$ cat src/logic/etd_pkg.sv
// Purpose: Constants for the transmit descriptor control block
// Assumes: Descriptor word 0 layout, eight-word descriptor, 32-bit words
// Notes:   Used by the design only; bench and checker use literal values
`default_nettype none
package etd_pkg;
  localparam int unsigned DESC_WORDS      = 8;
  localparam int unsigned WORD_W          = 32;
  localparam int unsigned ADDR_W          = 32;
  localparam int unsigned OWN_BIT         = 31;
  localparam int unsigned IRQ_BIT         = 30;
  localparam int unsigned LAST_BIT        = 29;
  localparam int unsigned FIRST_BIT       = 28;
  localparam int unsigned CRC_SUP_BIT     = 27;
  localparam int unsigned PAD_SUP_BIT     = 26;
  localparam int unsigned TS_BIT          = 25;
  localparam int unsigned CRC_REP_BIT     = 24;
  localparam int unsigned CSUM_HI         = 23;
  localparam int unsigned CSUM_LO         = 22;
  localparam int unsigned EOR_BIT         = 21;
  localparam int unsigned CHAIN_BIT       = 20;
  localparam int unsigned ERR_SUM_BIT     = 15;
  localparam int unsigned BS2_HI          = 28;
  localparam int unsigned BS2_LO          = 16;
  localparam int unsigned BS1_HI          = 12;
  localparam int unsigned BS1_LO          = 0;
  localparam logic [15:0] MIN_FRAME_BYTES = 16'd64;
  localparam logic [31:0] WORD_BYTES      = 32'h0000_0004;
  localparam logic [31:0] DESC_BYTES      = 32'h0000_0020;
  localparam logic [2:0]  WORD0_IDX       = 3'h0;
  localparam logic [2:0]  WORD1_IDX       = 3'h1;
  localparam logic [2:0]  WORD3_IDX       = 3'h3;
  localparam logic [2:0]  LAST_WORD_IDX   = 3'h7;
  localparam logic [1:0]  CSUM_NONE       = 2'h0;
  localparam logic [1:0]  CSUM_IP_HDR     = 2'h1;
  localparam logic [1:0]  CSUM_NO_PSEUDO  = 2'h2;
  localparam logic [1:0]  CSUM_FULL       = 2'h3;

  typedef enum logic [2:0] {
    ST_IDLE, ST_FETCH, ST_CHECK, ST_SEND, ST_WRBACK, ST_NEXT
  } state_t;
endpackage : etd_pkg
`default_nettype wire

$ cat src/logic/etd_tx_desc_ctrl.sv
// Purpose: Fetches and interprets transmit descriptors, hands frames to the MAC
// Assumes: Memory read/write port answers each request with a one-cycle ack
// Notes:   Word 0 control bits decoded, write-back of word 0 on completion
// How it works
// A descriptor is eight consecutive words, fetched as one unit.
// Word 0 bit 31 set means DMA owns descriptor; clear means host owns.
// DMA clears ownership after the frame is sent or buffers emptied.
// Host sets first descriptor ownership last, after later descriptors.
// Completion request on last segment pulses transmit interrupt status after send.
// Bit 29 marks last segment; host gives a non-zero buffer size.
// Bit 28 marks first segment; per-frame options latched only there.
// CRC suppress on first segment sends frame without appended CRC.
// Pad suppress clear pads frames under 64 bytes; set sends unpadded.
// Whenever padding applies, CRC is appended regardless of suppress.
// Timestamp request on first segment captures a timestamp for frame.
// CRC replace with CRC suppress overwrites last four bytes with new CRC.
// Host supplies four CRC bytes in buffer when asking for replacement.
// Checksum select 00 none, 01 header, 10 no pseudo, 11 full.
// End-of-ring returns to list base address for the next descriptor.
// Chain flag uses second address as next pointer, ignores size two.
// End-of-ring wins over chained next-descriptor addressing.
// Host should always set the chain flag in transmit descriptors.
// Error summary written back as OR of the write-back error flags.
// A descriptor owned by host stops advance until ownership returns.
// Multi-descriptor frames go out in order, first through last, unmixed.
`default_nettype none
module etd_tx_desc_ctrl (
  // Clock and reset
  input  wire logic        mclk,
  input  wire logic        rst,
  // Control
  input  wire logic        start,
  input  wire logic [31:0] list_base,
  input  wire logic        poll,
  // Memory port
  output logic             mem_req,
  output logic             mem_we,
  output logic [31:0]      mem_addr,
  output logic [31:0]      mem_wdata,
  input  wire logic        mem_ack,
  input  wire logic [31:0] mem_rdata,
  // MAC transaction layer handoff
  output logic             seg_valid,
  output logic [31:0]      seg_buf1_addr,
  output logic [12:0]      seg_buf1_size,
  output logic [31:0]      seg_buf2_addr,
  output logic [12:0]      seg_buf2_size,
  output logic             seg_first,
  output logic             seg_last,
  output logic             frm_append_crc,
  output logic             frm_pad_short,
  output logic             frm_replace_crc,
  output logic             frm_timestamp,
  output logic [1:0]       frm_csum_mode,
  input  wire logic        seg_done,
  input  wire logic [15:0] seg_err_flags,
  // Status
  output logic             tx_irq_pulse,
  output logic             suspended,
  output logic             tx_error_summary
);

  typedef struct packed {
    etd_pkg::state_t state;
    logic [2:0]      widx;
    logic [31:0]     desc_addr;
    logic [31:0]     w0;
    logic [31:0]     w1;
    logic [31:0]     w2;
    logic [31:0]     w3;
    logic            in_frame;
    logic            mem_req;
    logic            mem_we;
    logic [31:0]     mem_addr;
    logic [31:0]     mem_wdata;
    logic            seg_valid;
    logic            append_crc;
    logic            pad_short;
    logic            replace_crc;
    logic            timestamp;
    logic [1:0]      csum_mode;
    logic            irq;
    logic            suspended;
    logic            err_sum;
    logic [12:0]     buf2_size;
  } etd_state_t;

  etd_state_t s_q, s_d;

  // Next descriptor address from word 0 and word 3
  function automatic logic [31:0] next_addr(input logic [31:0] w0, input logic [31:0] w3,
                                            input logic [31:0] cur, input logic [31:0] base);
    if (w0[etd_pkg::EOR_BIT])
      next_addr = base;
    else if (w0[etd_pkg::CHAIN_BIT])
      next_addr = w3;
    else
      next_addr = cur + etd_pkg::DESC_BYTES;
  endfunction

  always_comb begin
    s_d = s_q;
    s_d.irq = 1'b0;
    case (s_q.state)
      etd_pkg::ST_IDLE: begin
        if (start) begin
          s_d.desc_addr = list_base;
          s_d.in_frame  = 1'b0;
          s_d.suspended = 1'b0;
          s_d.widx      = etd_pkg::WORD0_IDX;
          s_d.mem_req   = 1'b1;
          s_d.mem_we    = 1'b0;
          s_d.mem_addr  = list_base;
          s_d.state     = etd_pkg::ST_FETCH;
        end
      end
      etd_pkg::ST_FETCH: begin
        if (mem_ack) begin
          // All eight words read unless word 0 is host-owned; first four retained
          case (s_q.widx)
            3'h0:    s_d.w0 = mem_rdata;
            3'h1:    s_d.w1 = mem_rdata;
            3'h2:    s_d.w2 = mem_rdata;
            3'h3:    s_d.w3 = mem_rdata;
            default: ;
          endcase
          if (s_q.widx == etd_pkg::WORD0_IDX && !mem_rdata[etd_pkg::OWN_BIT]) begin
            s_d.mem_req   = 1'b0;
            s_d.suspended = 1'b1;
            s_d.state     = etd_pkg::ST_CHECK;
          end else if (s_q.widx == etd_pkg::LAST_WORD_IDX) begin
            s_d.mem_req = 1'b0;
            s_d.state   = etd_pkg::ST_CHECK;
          end else begin
            s_d.widx     = s_q.widx + 3'h1;
            s_d.mem_addr = s_q.mem_addr + etd_pkg::WORD_BYTES;
          end
        end
      end
      etd_pkg::ST_CHECK: begin
        if (s_q.suspended) begin
          // Host owns it: wait for a poll, then refetch
          if (poll) begin
            s_d.suspended = 1'b0;
            s_d.widx      = etd_pkg::WORD0_IDX;
            s_d.mem_req   = 1'b1;
            s_d.mem_addr  = s_q.desc_addr;
            s_d.state     = etd_pkg::ST_FETCH;
          end
        end else begin
          if (s_q.w0[etd_pkg::FIRST_BIT]) begin
            s_d.in_frame    = 1'b1;
            s_d.pad_short   = !s_q.w0[etd_pkg::PAD_SUP_BIT];
            s_d.append_crc  = !s_q.w0[etd_pkg::CRC_SUP_BIT]
                              || !s_q.w0[etd_pkg::PAD_SUP_BIT];
            s_d.replace_crc = s_q.w0[etd_pkg::CRC_REP_BIT]
                              && s_q.w0[etd_pkg::CRC_SUP_BIT];
            s_d.timestamp   = s_q.w0[etd_pkg::TS_BIT];
            s_d.csum_mode   = s_q.w0[etd_pkg::CSUM_HI:etd_pkg::CSUM_LO];
            s_d.err_sum     = 1'b0;
          end
          // Second size ignored when chained
          s_d.buf2_size = s_q.w0[etd_pkg::CHAIN_BIT] ? 13'h0000
                          : s_q.w1[etd_pkg::BS2_HI:etd_pkg::BS2_LO];
          s_d.seg_valid = 1'b1;
          s_d.state     = etd_pkg::ST_SEND;
        end
      end
      etd_pkg::ST_SEND: begin
        if (seg_done) begin
          s_d.seg_valid = 1'b0;
          s_d.err_sum   = s_q.err_sum | (|seg_err_flags);
          s_d.mem_req   = 1'b1;
          s_d.mem_we    = 1'b1;
          s_d.mem_addr  = s_q.desc_addr;
          s_d.mem_wdata = {1'b0, s_q.w0[30:16], s_q.err_sum | (|seg_err_flags),
                           s_q.w0[14:0]};
          s_d.state     = etd_pkg::ST_WRBACK;
        end
      end
      etd_pkg::ST_WRBACK: begin
        if (mem_ack) begin
          s_d.mem_req = 1'b0;
          s_d.mem_we  = 1'b0;
          if (s_q.w0[etd_pkg::LAST_BIT]) begin
            s_d.in_frame = 1'b0;
            s_d.irq      = s_q.w0[etd_pkg::IRQ_BIT];
          end
          s_d.state = etd_pkg::ST_NEXT;
        end
      end
      etd_pkg::ST_NEXT: begin
        s_d.desc_addr = next_addr(s_q.w0, s_q.w3, s_q.desc_addr, list_base);
        s_d.widx      = etd_pkg::WORD0_IDX;
        s_d.mem_req   = 1'b1;
        s_d.mem_addr  = next_addr(s_q.w0, s_q.w3, s_q.desc_addr, list_base);
        s_d.state     = etd_pkg::ST_FETCH;
      end
      default: s_d.state = etd_pkg::ST_IDLE;
    endcase
  end

  always_ff @(posedge mclk or posedge rst) begin
    if (rst) begin
      s_q <= '0;
    end else begin
      s_q <= s_d;
    end
  end

  assign mem_req          = s_q.mem_req;
  assign mem_we           = s_q.mem_we;
  assign mem_addr         = s_q.mem_addr;
  assign mem_wdata        = s_q.mem_wdata;
  assign seg_valid        = s_q.seg_valid;
  assign seg_buf1_addr    = s_q.w2;
  assign seg_buf1_size    = s_q.w1[etd_pkg::BS1_HI:etd_pkg::BS1_LO];
  assign seg_buf2_addr    = s_q.w3;
  assign seg_buf2_size    = s_q.buf2_size;
  assign seg_first        = s_q.w0[etd_pkg::FIRST_BIT];
  assign seg_last         = s_q.w0[etd_pkg::LAST_BIT];
  assign frm_append_crc   = s_q.append_crc;
  assign frm_pad_short    = s_q.pad_short;
  assign frm_replace_crc  = s_q.replace_crc;
  assign frm_timestamp    = s_q.timestamp;
  assign frm_csum_mode    = s_q.csum_mode;
  assign tx_irq_pulse     = s_q.irq;
  assign suspended        = s_q.suspended;
  assign tx_error_summary = s_q.err_sum;

endmodule // etd_tx_desc_ctrl
`default_nettype wire

$ cat config.mk
export PLATFORM = sky130hd
export DESIGN_NAME = etd_tx_desc_ctrl
export DESIGN_NICKNAME = d
export VERILOG_FILES = /design/src/logic/etd_pkg.sv /design/src/logic/etd_tx_desc_ctrl.sv
export SDC_FILE = /design/constraint.sdc
export NUM_CORES = 1
export LEC_CHECK = 0
export BUFFER_PORTS_ARGS = -buffer_cell sky130_fd_sc_hd__buf_4
export CAP_MARGIN = 15
export CORE_ASPECT_RATIO = 0.8
export CORE_MARGIN = 10
export CORE_UTILIZATION = 30
export CTS_CLUSTER_DIAMETER = 150
export DETAILED_ROUTE_END_ITERATION = 10
export PLACE_DENSITY_LB_ADDON = 0.25
export SETUP_SLACK_MARGIN = 0.3
export SLEW_MARGIN = 20
export SYNTH_ARGS = -nofsm -noshare
export SYNTH_HDL_FRONTEND = slang
export SYNTH_SLANG_ARGS = --single-unit
$ cat constraint.sdc
create_clock -name mclk -period 7.9 [get_ports mclk]
set_input_delay 0.79 -clock mclk [delete_from_list [all_inputs] [get_ports mclk]]
set_output_delay 0.79 -clock mclk [all_outputs]
set_load 0.02 [all_outputs]
## Word-level counts from Yosys, hierarchy flattened

Cells that the tools add are included.

- Output and inout port bits: 168
- Register bits after elaboration: 250
- Bits of input ports: 86

- Bitwise operators: 2
- Multiplexer cells: 49
- Reductions and logical operators: 32
- Equality and inequality tests: 22
- Add/subtract/negate cells: 3

Operators with widths:

| operator | count |
|---|---|
| two-way mux 32 bit | 7 |
| one-hot mux 32 bit (5 select lines) | 1 |
| two-way mux 67 bit | 1 |
| one-hot mux 32 bit (2 select lines) | 1 |
| two-way mux 38 bit | 1 |
| two-way mux 34 bit | 1 |
| adder 32 x 3 -> 32 bit, second input constant | 1 |
| adder 32 x 6 -> 32 bit, second input constant | 1 |
| two-way mux 3 bit | 8 |
| != test 2 bit, second input constant | 11 |
| two-way mux 6 bit | 3 |
| one-hot mux 3 bit (6 select lines) | 1 |
| AND reduction 3 bit | 6 |
| AND reduction 8 bit | 2 |
| OR reduction 16 bit | 1 |
| two-way mux 1 bit | 15 |
| two-way mux 14 bit | 1 |
| two-way mux 13 bit | 1 |
| == test 3 x 2 -> 1 bit, second input constant | 4 |
| one-hot mux 3 bit (4 select lines) | 1 |
| AND reduction 4 bit | 3 |
| == test 3 bit, second input constant | 3 |
| two-way mux 7 bit | 1 |
| AND reduction 7 bit | 1 |
| other kinds (20) | 32 |

## Longest topological paths before layout

- Word-level depth: 5
- Mapped depth: 10
- Depth with buffers taken out: 8

## Worst setup path after synthesis

No wires, ideal clock.

- Path type: input-to-reg
- Start: input mem_rdata[31]
- End: register s_q[240] (netlist bit)
- Arrival: 2.294 ns
- Data required time: 7.774 ns
- Setup slack: 5.480 ns
- Cell stages on the path: 7
- Cells stage by stage: or3b_2 a21bo_2 and4_1 clkbuf_1 nor2_2 nor2b_1 a311o_1

RTL lines:

| item | RTL line | source |
|---|---|---|
| start: declaration | etd_tx_desc_ctrl.sv:41 | `input wire logic [31:0] mem_rdata,` |
| end signal: assignment | etd_tx_desc_ctrl.sv:205 | `s_q <= '0;` |
| end signal: assignment | etd_tx_desc_ctrl.sv:207 | `s_q <= s_d;` |
| end: declaration | etd_tx_desc_ctrl.sv:88 | `etd_state_t s_q, s_d;` |

## Final worst setup path

- Start: register s_q[253] (netlist bit)
- End: register s_q[240] (netlist bit)

- Cells in the longest elaborated chain, start to end: 3
- Elaborated cells between the ends (all ways): 6

Ends and longest elaborated chain:

| item | RTL line | source |
|---|---|---|
| == test 3 bit / logical NOT 3 bit (equally long branches) | etd_tx_desc_ctrl.sv:104 | `case (s_q.state)` |
| nonzero test 2 bit (no line) / != test 2 bit (equally long branches) | -- |  |
| AND reduction 2 bit (no line) | -- |  |

Parallel ways exist; a longest one is shown, timed or not.
A chain may end at the register's enable or synchronous reset.

==> flow_metrics.py <==
metrics = {
    "global_routing": {
        "grt_start_max_net_pins": 139,
        "top_usage_layer": "met2",
        "use_met3_pct": 4.20,
        "grt_use_met1_pct": 20.1,
        "gr-total-overflow": 0,
        "grt_util_all_layers_pct": 15.4,
        "grt_pass1_wl_um": 64600,
        "grt_pass1_vias": 9978,
        "antenna_found_initial": 2,
        "grt_use_met2_pct": 24.9,
    },
    "sta": {
        "fin_crit_sh_pct": 38.5,
        "slew_headroom_pct": 26.5,
        "fin_tns_setup_ns": 0,
        "worst_slew_pin_slew_ns": 1.10,
        "fmax_ghz": 0.329,
        "report.final.setup_viol": 0,
        "period_minus_slack_ns": 3.04,
        "drv_slew": 0,
        "rsz0062_at_grt": "no",
        "setup_ws_ns": 4.86,
        "hold_violations": 0,
        "hold_slack_ns": 0.356,
        "final.setup_skew_ns": 0.00899,
    },
    "status": {
        "status": "complete, no violations",
    },
    "cells_and_area": {
        "nets": 1420,
        "syn2layout_area_growth_pct": 16.8,
        "utilization_pct": 35.7,
        "antennaDiodeCount": 0,
        "final_area_um2": 15500,
        "multi_input_area_um2": 5570,
        "nFillCells": 4396,
        "drive_gt1_share_pct": 37.1,
        "fin_cells": 1943,
        "final-seq-area_um2": 6160,
    },
    "routing": {
        "wl_per_cell_um": 21.8,
        "drt_wl_total_um": 42400,
        "drt-initial-drc-count": 925,
        "vias": 9796,
        "first_pass_iters": 5,
        "via_per_inst": 5.04,
        "drc": 0,
        "final_antenna_net_count": 0,
    },
    "clock_network": {
        "numCtsBuffers": 28,
        "cts_setup_buffers": 0,
        "cts_resized": 0,
        "ctsHoldBuffers": 0,
        "clkTransAtPathRegs_ns": 0.06,
        "clock-sinks": 246,
        "clock_latency_ns": 0.55,
        "cts-root-buf": "clkbuf_16",
        "htreeDepth": 1,
        "cts_tree": "done",
        "clock_path_buffers": 3,
    },
    "power_and_ir_drop": {
        "power.net_switching_mw": 3.12,
        "clkPwrFrac_pct": 19.0,
        "cellLeakagePower_nw": 6.99,
        "p_int_mw": 4.15,
        "comb_power_share_pct": 46.4,
        "total_power_mw": 7.27,
        "p_seq_share_pct": 34.6,
        "p_sw_share_pct": 42.9,
        "peakVddDrop_uv": 171,
        "p_per_area_nw_per_um2": 468,
    },
    "floorplanning": {
        "ios": 254,
        "num_rows": 68,
        "core_area_um2": 43500,
        "dieArea_um2": 53200,
        "dieHeight_um": 208,
        "die_x_um": 255,
        "initial_core_util_pct": 30.6,
    },
    "worst_setup_path": {
        "crit_type": "flip-flop to flip-flop",
        "worst_ep_required_time_ns": 8.34,
        "cp.arrival_ns": 3.48,
        "cp-end-kind": "flip-flop",
        "worst-path-max-fanout": 32,
        "start_kind": "flip-flop",
    },
    "logic_synthesis": {
        "yosys_warnings": 0,
        "synth_common_cells": "246 x dfrtp_1, 157 x buf_4, 156 x mux2_2",
        "syn_nets": 1349,
        "syn_area_per_cell_um2": 10.6,
        "synth_top_cell_by_area": "dfrtp_1",
        "synth.top_cells.by_area": "dfrtp_1 46%, mux2_2 13%, buf_4 8.9%",
        "synth_cells": 1255,
        "synth-async-reset-ratio_pct": 100,
        "syn_area_um2": 13300,
        "ys_seq_elements": 246,
        "post-synth-top-count-cell": "dfrtp_1",
        "synth_ff_type": "dfrtp_1",
        "ys_seq_area_share_pct": 46.3,
        "synth_cell_types": 75,
        "synth_top_area_share_pct": 46.3,
        "synth_edf_count": 0,
    },
    "place": {
        "dp_slack_ns": 4.86,
        "place_area_um2": 14500,
        "portBuffers": 252,
        "place_congestion": 0.879,
        "dpl.cell_count": 1891,
        "detailedPlacementHpwl_um": 30500,
    },
    "min_path": {
        "hp-class": "input port to asynchronous set/reset pin",
    },
    "run": {
        "cap_viol_max_count": 0,
    },
}
[logic make-up (layout without fill, tap and decap cells)]
group | after synthesis | in the layout | synth area share (%)
adder cells (fa/ha/maj) | 8 | 8 | 0.752
multiplexers | 173 | 173 | 14.5
other | 1 | 1 | 0.0282
AND/OR/NAND/NOR | 292 | 292 | 11.2
AO/OA/AOI/OAI | 249 | 249 | 12.3
flip-flops | 246 | 246 | 46.3
XOR/XNOR | 44 | 44 | 2.90
buffers and inverters | 242 | 335 | 12.1
[final cells by class]
type,count,area share [%]
clock buffer,42,5.63
clock inverter,10,0.733
inverter,18,0.483
multi-input combinational,767,35.8
sequential,246,39.6
tap,595,4.79
timing repair buffer,265,12.9
[flip-flops by register name, indices dropped and copies added, names as in the netlist, 2 cells and up]
signal         count
frm_csum_mode      2
mem_addr          32
mem_wdata         31
s_q               79
seg_buf1_addr     32
seg_buf1_size     13
seg_buf2_addr     32
seg_buf2_size     13
[worst max-delay path: stages (launching register included)]
cell and delay (ns):
dfrtp_1 0.73, nor3b_4 0.27, buf_4 0.39, a21bo_2 0.30
and4_1 0.18, buf_4 0.25, nor2_2 0.42, nor2b_1 0.09
a311o_1 0.28
[final timing paths]
path                       cells after the start  slack (ns)                      start                            end
min in group mclk                              3        0.46               list_base[1]           s_q[219]$_DFFE_PP0P_
min reg2reg                                    2        0.47  mem_wdata[15]$_DFFE_PP0P_      mem_wdata[15]$_DFFE_PP0P_
min                                            2        0.36                        rst   seg_buf1_size[6]$_DFFE_PP0P_
max in group asynchronous                      3        6.28                        rst  seg_buf1_addr[25]$_DFFE_PP0P_
max                                            8        4.86       s_q[253]$_DFFE_PP0P_           s_q[240]$_DFFE_PP0P_
max reg2reg                                    8        4.86       s_q[253]$_DFFE_PP0P_           s_q[240]$_DFFE_PP0P_
[metal layers]
layer,part of all wire (%),up-vias
li1,-,4487
met1,44,4928
met2,47,326
met3,7.0,51
met4,1.9,4
met5,0.059,-
[power groups by stage]
stage	registers, mW	clock network, mW	logic (mW)
5_1_grt	2.61	1.48	3.67
3_5_place_dp	2.54	0	3.40
3_3_place_gp	2.51	0	3.37
6_report	2.51	1.38	3.37
4_1_cts	2.52	1.43	3.41
2_1_floorplan	2.25	0	2.80
[cell usage in the layout (no fill, tap or decap), types with 16 or more instances in the layout]
cell type  count
nand3_1       23
clkbuf_16     29
nor2_1        48
xor2_1        17
a22oi_1       16
nand2_1      104
dfrtp_1      246
xnor2_1       27
o21ai_0       69
nand4_1       20
nand2b_1      16
a21oi_1       39
mux2i_1       17
o22ai_1       33
buf_4        264
mux2_2       156
Note: power is estimated with default switching activity, not from simulation.
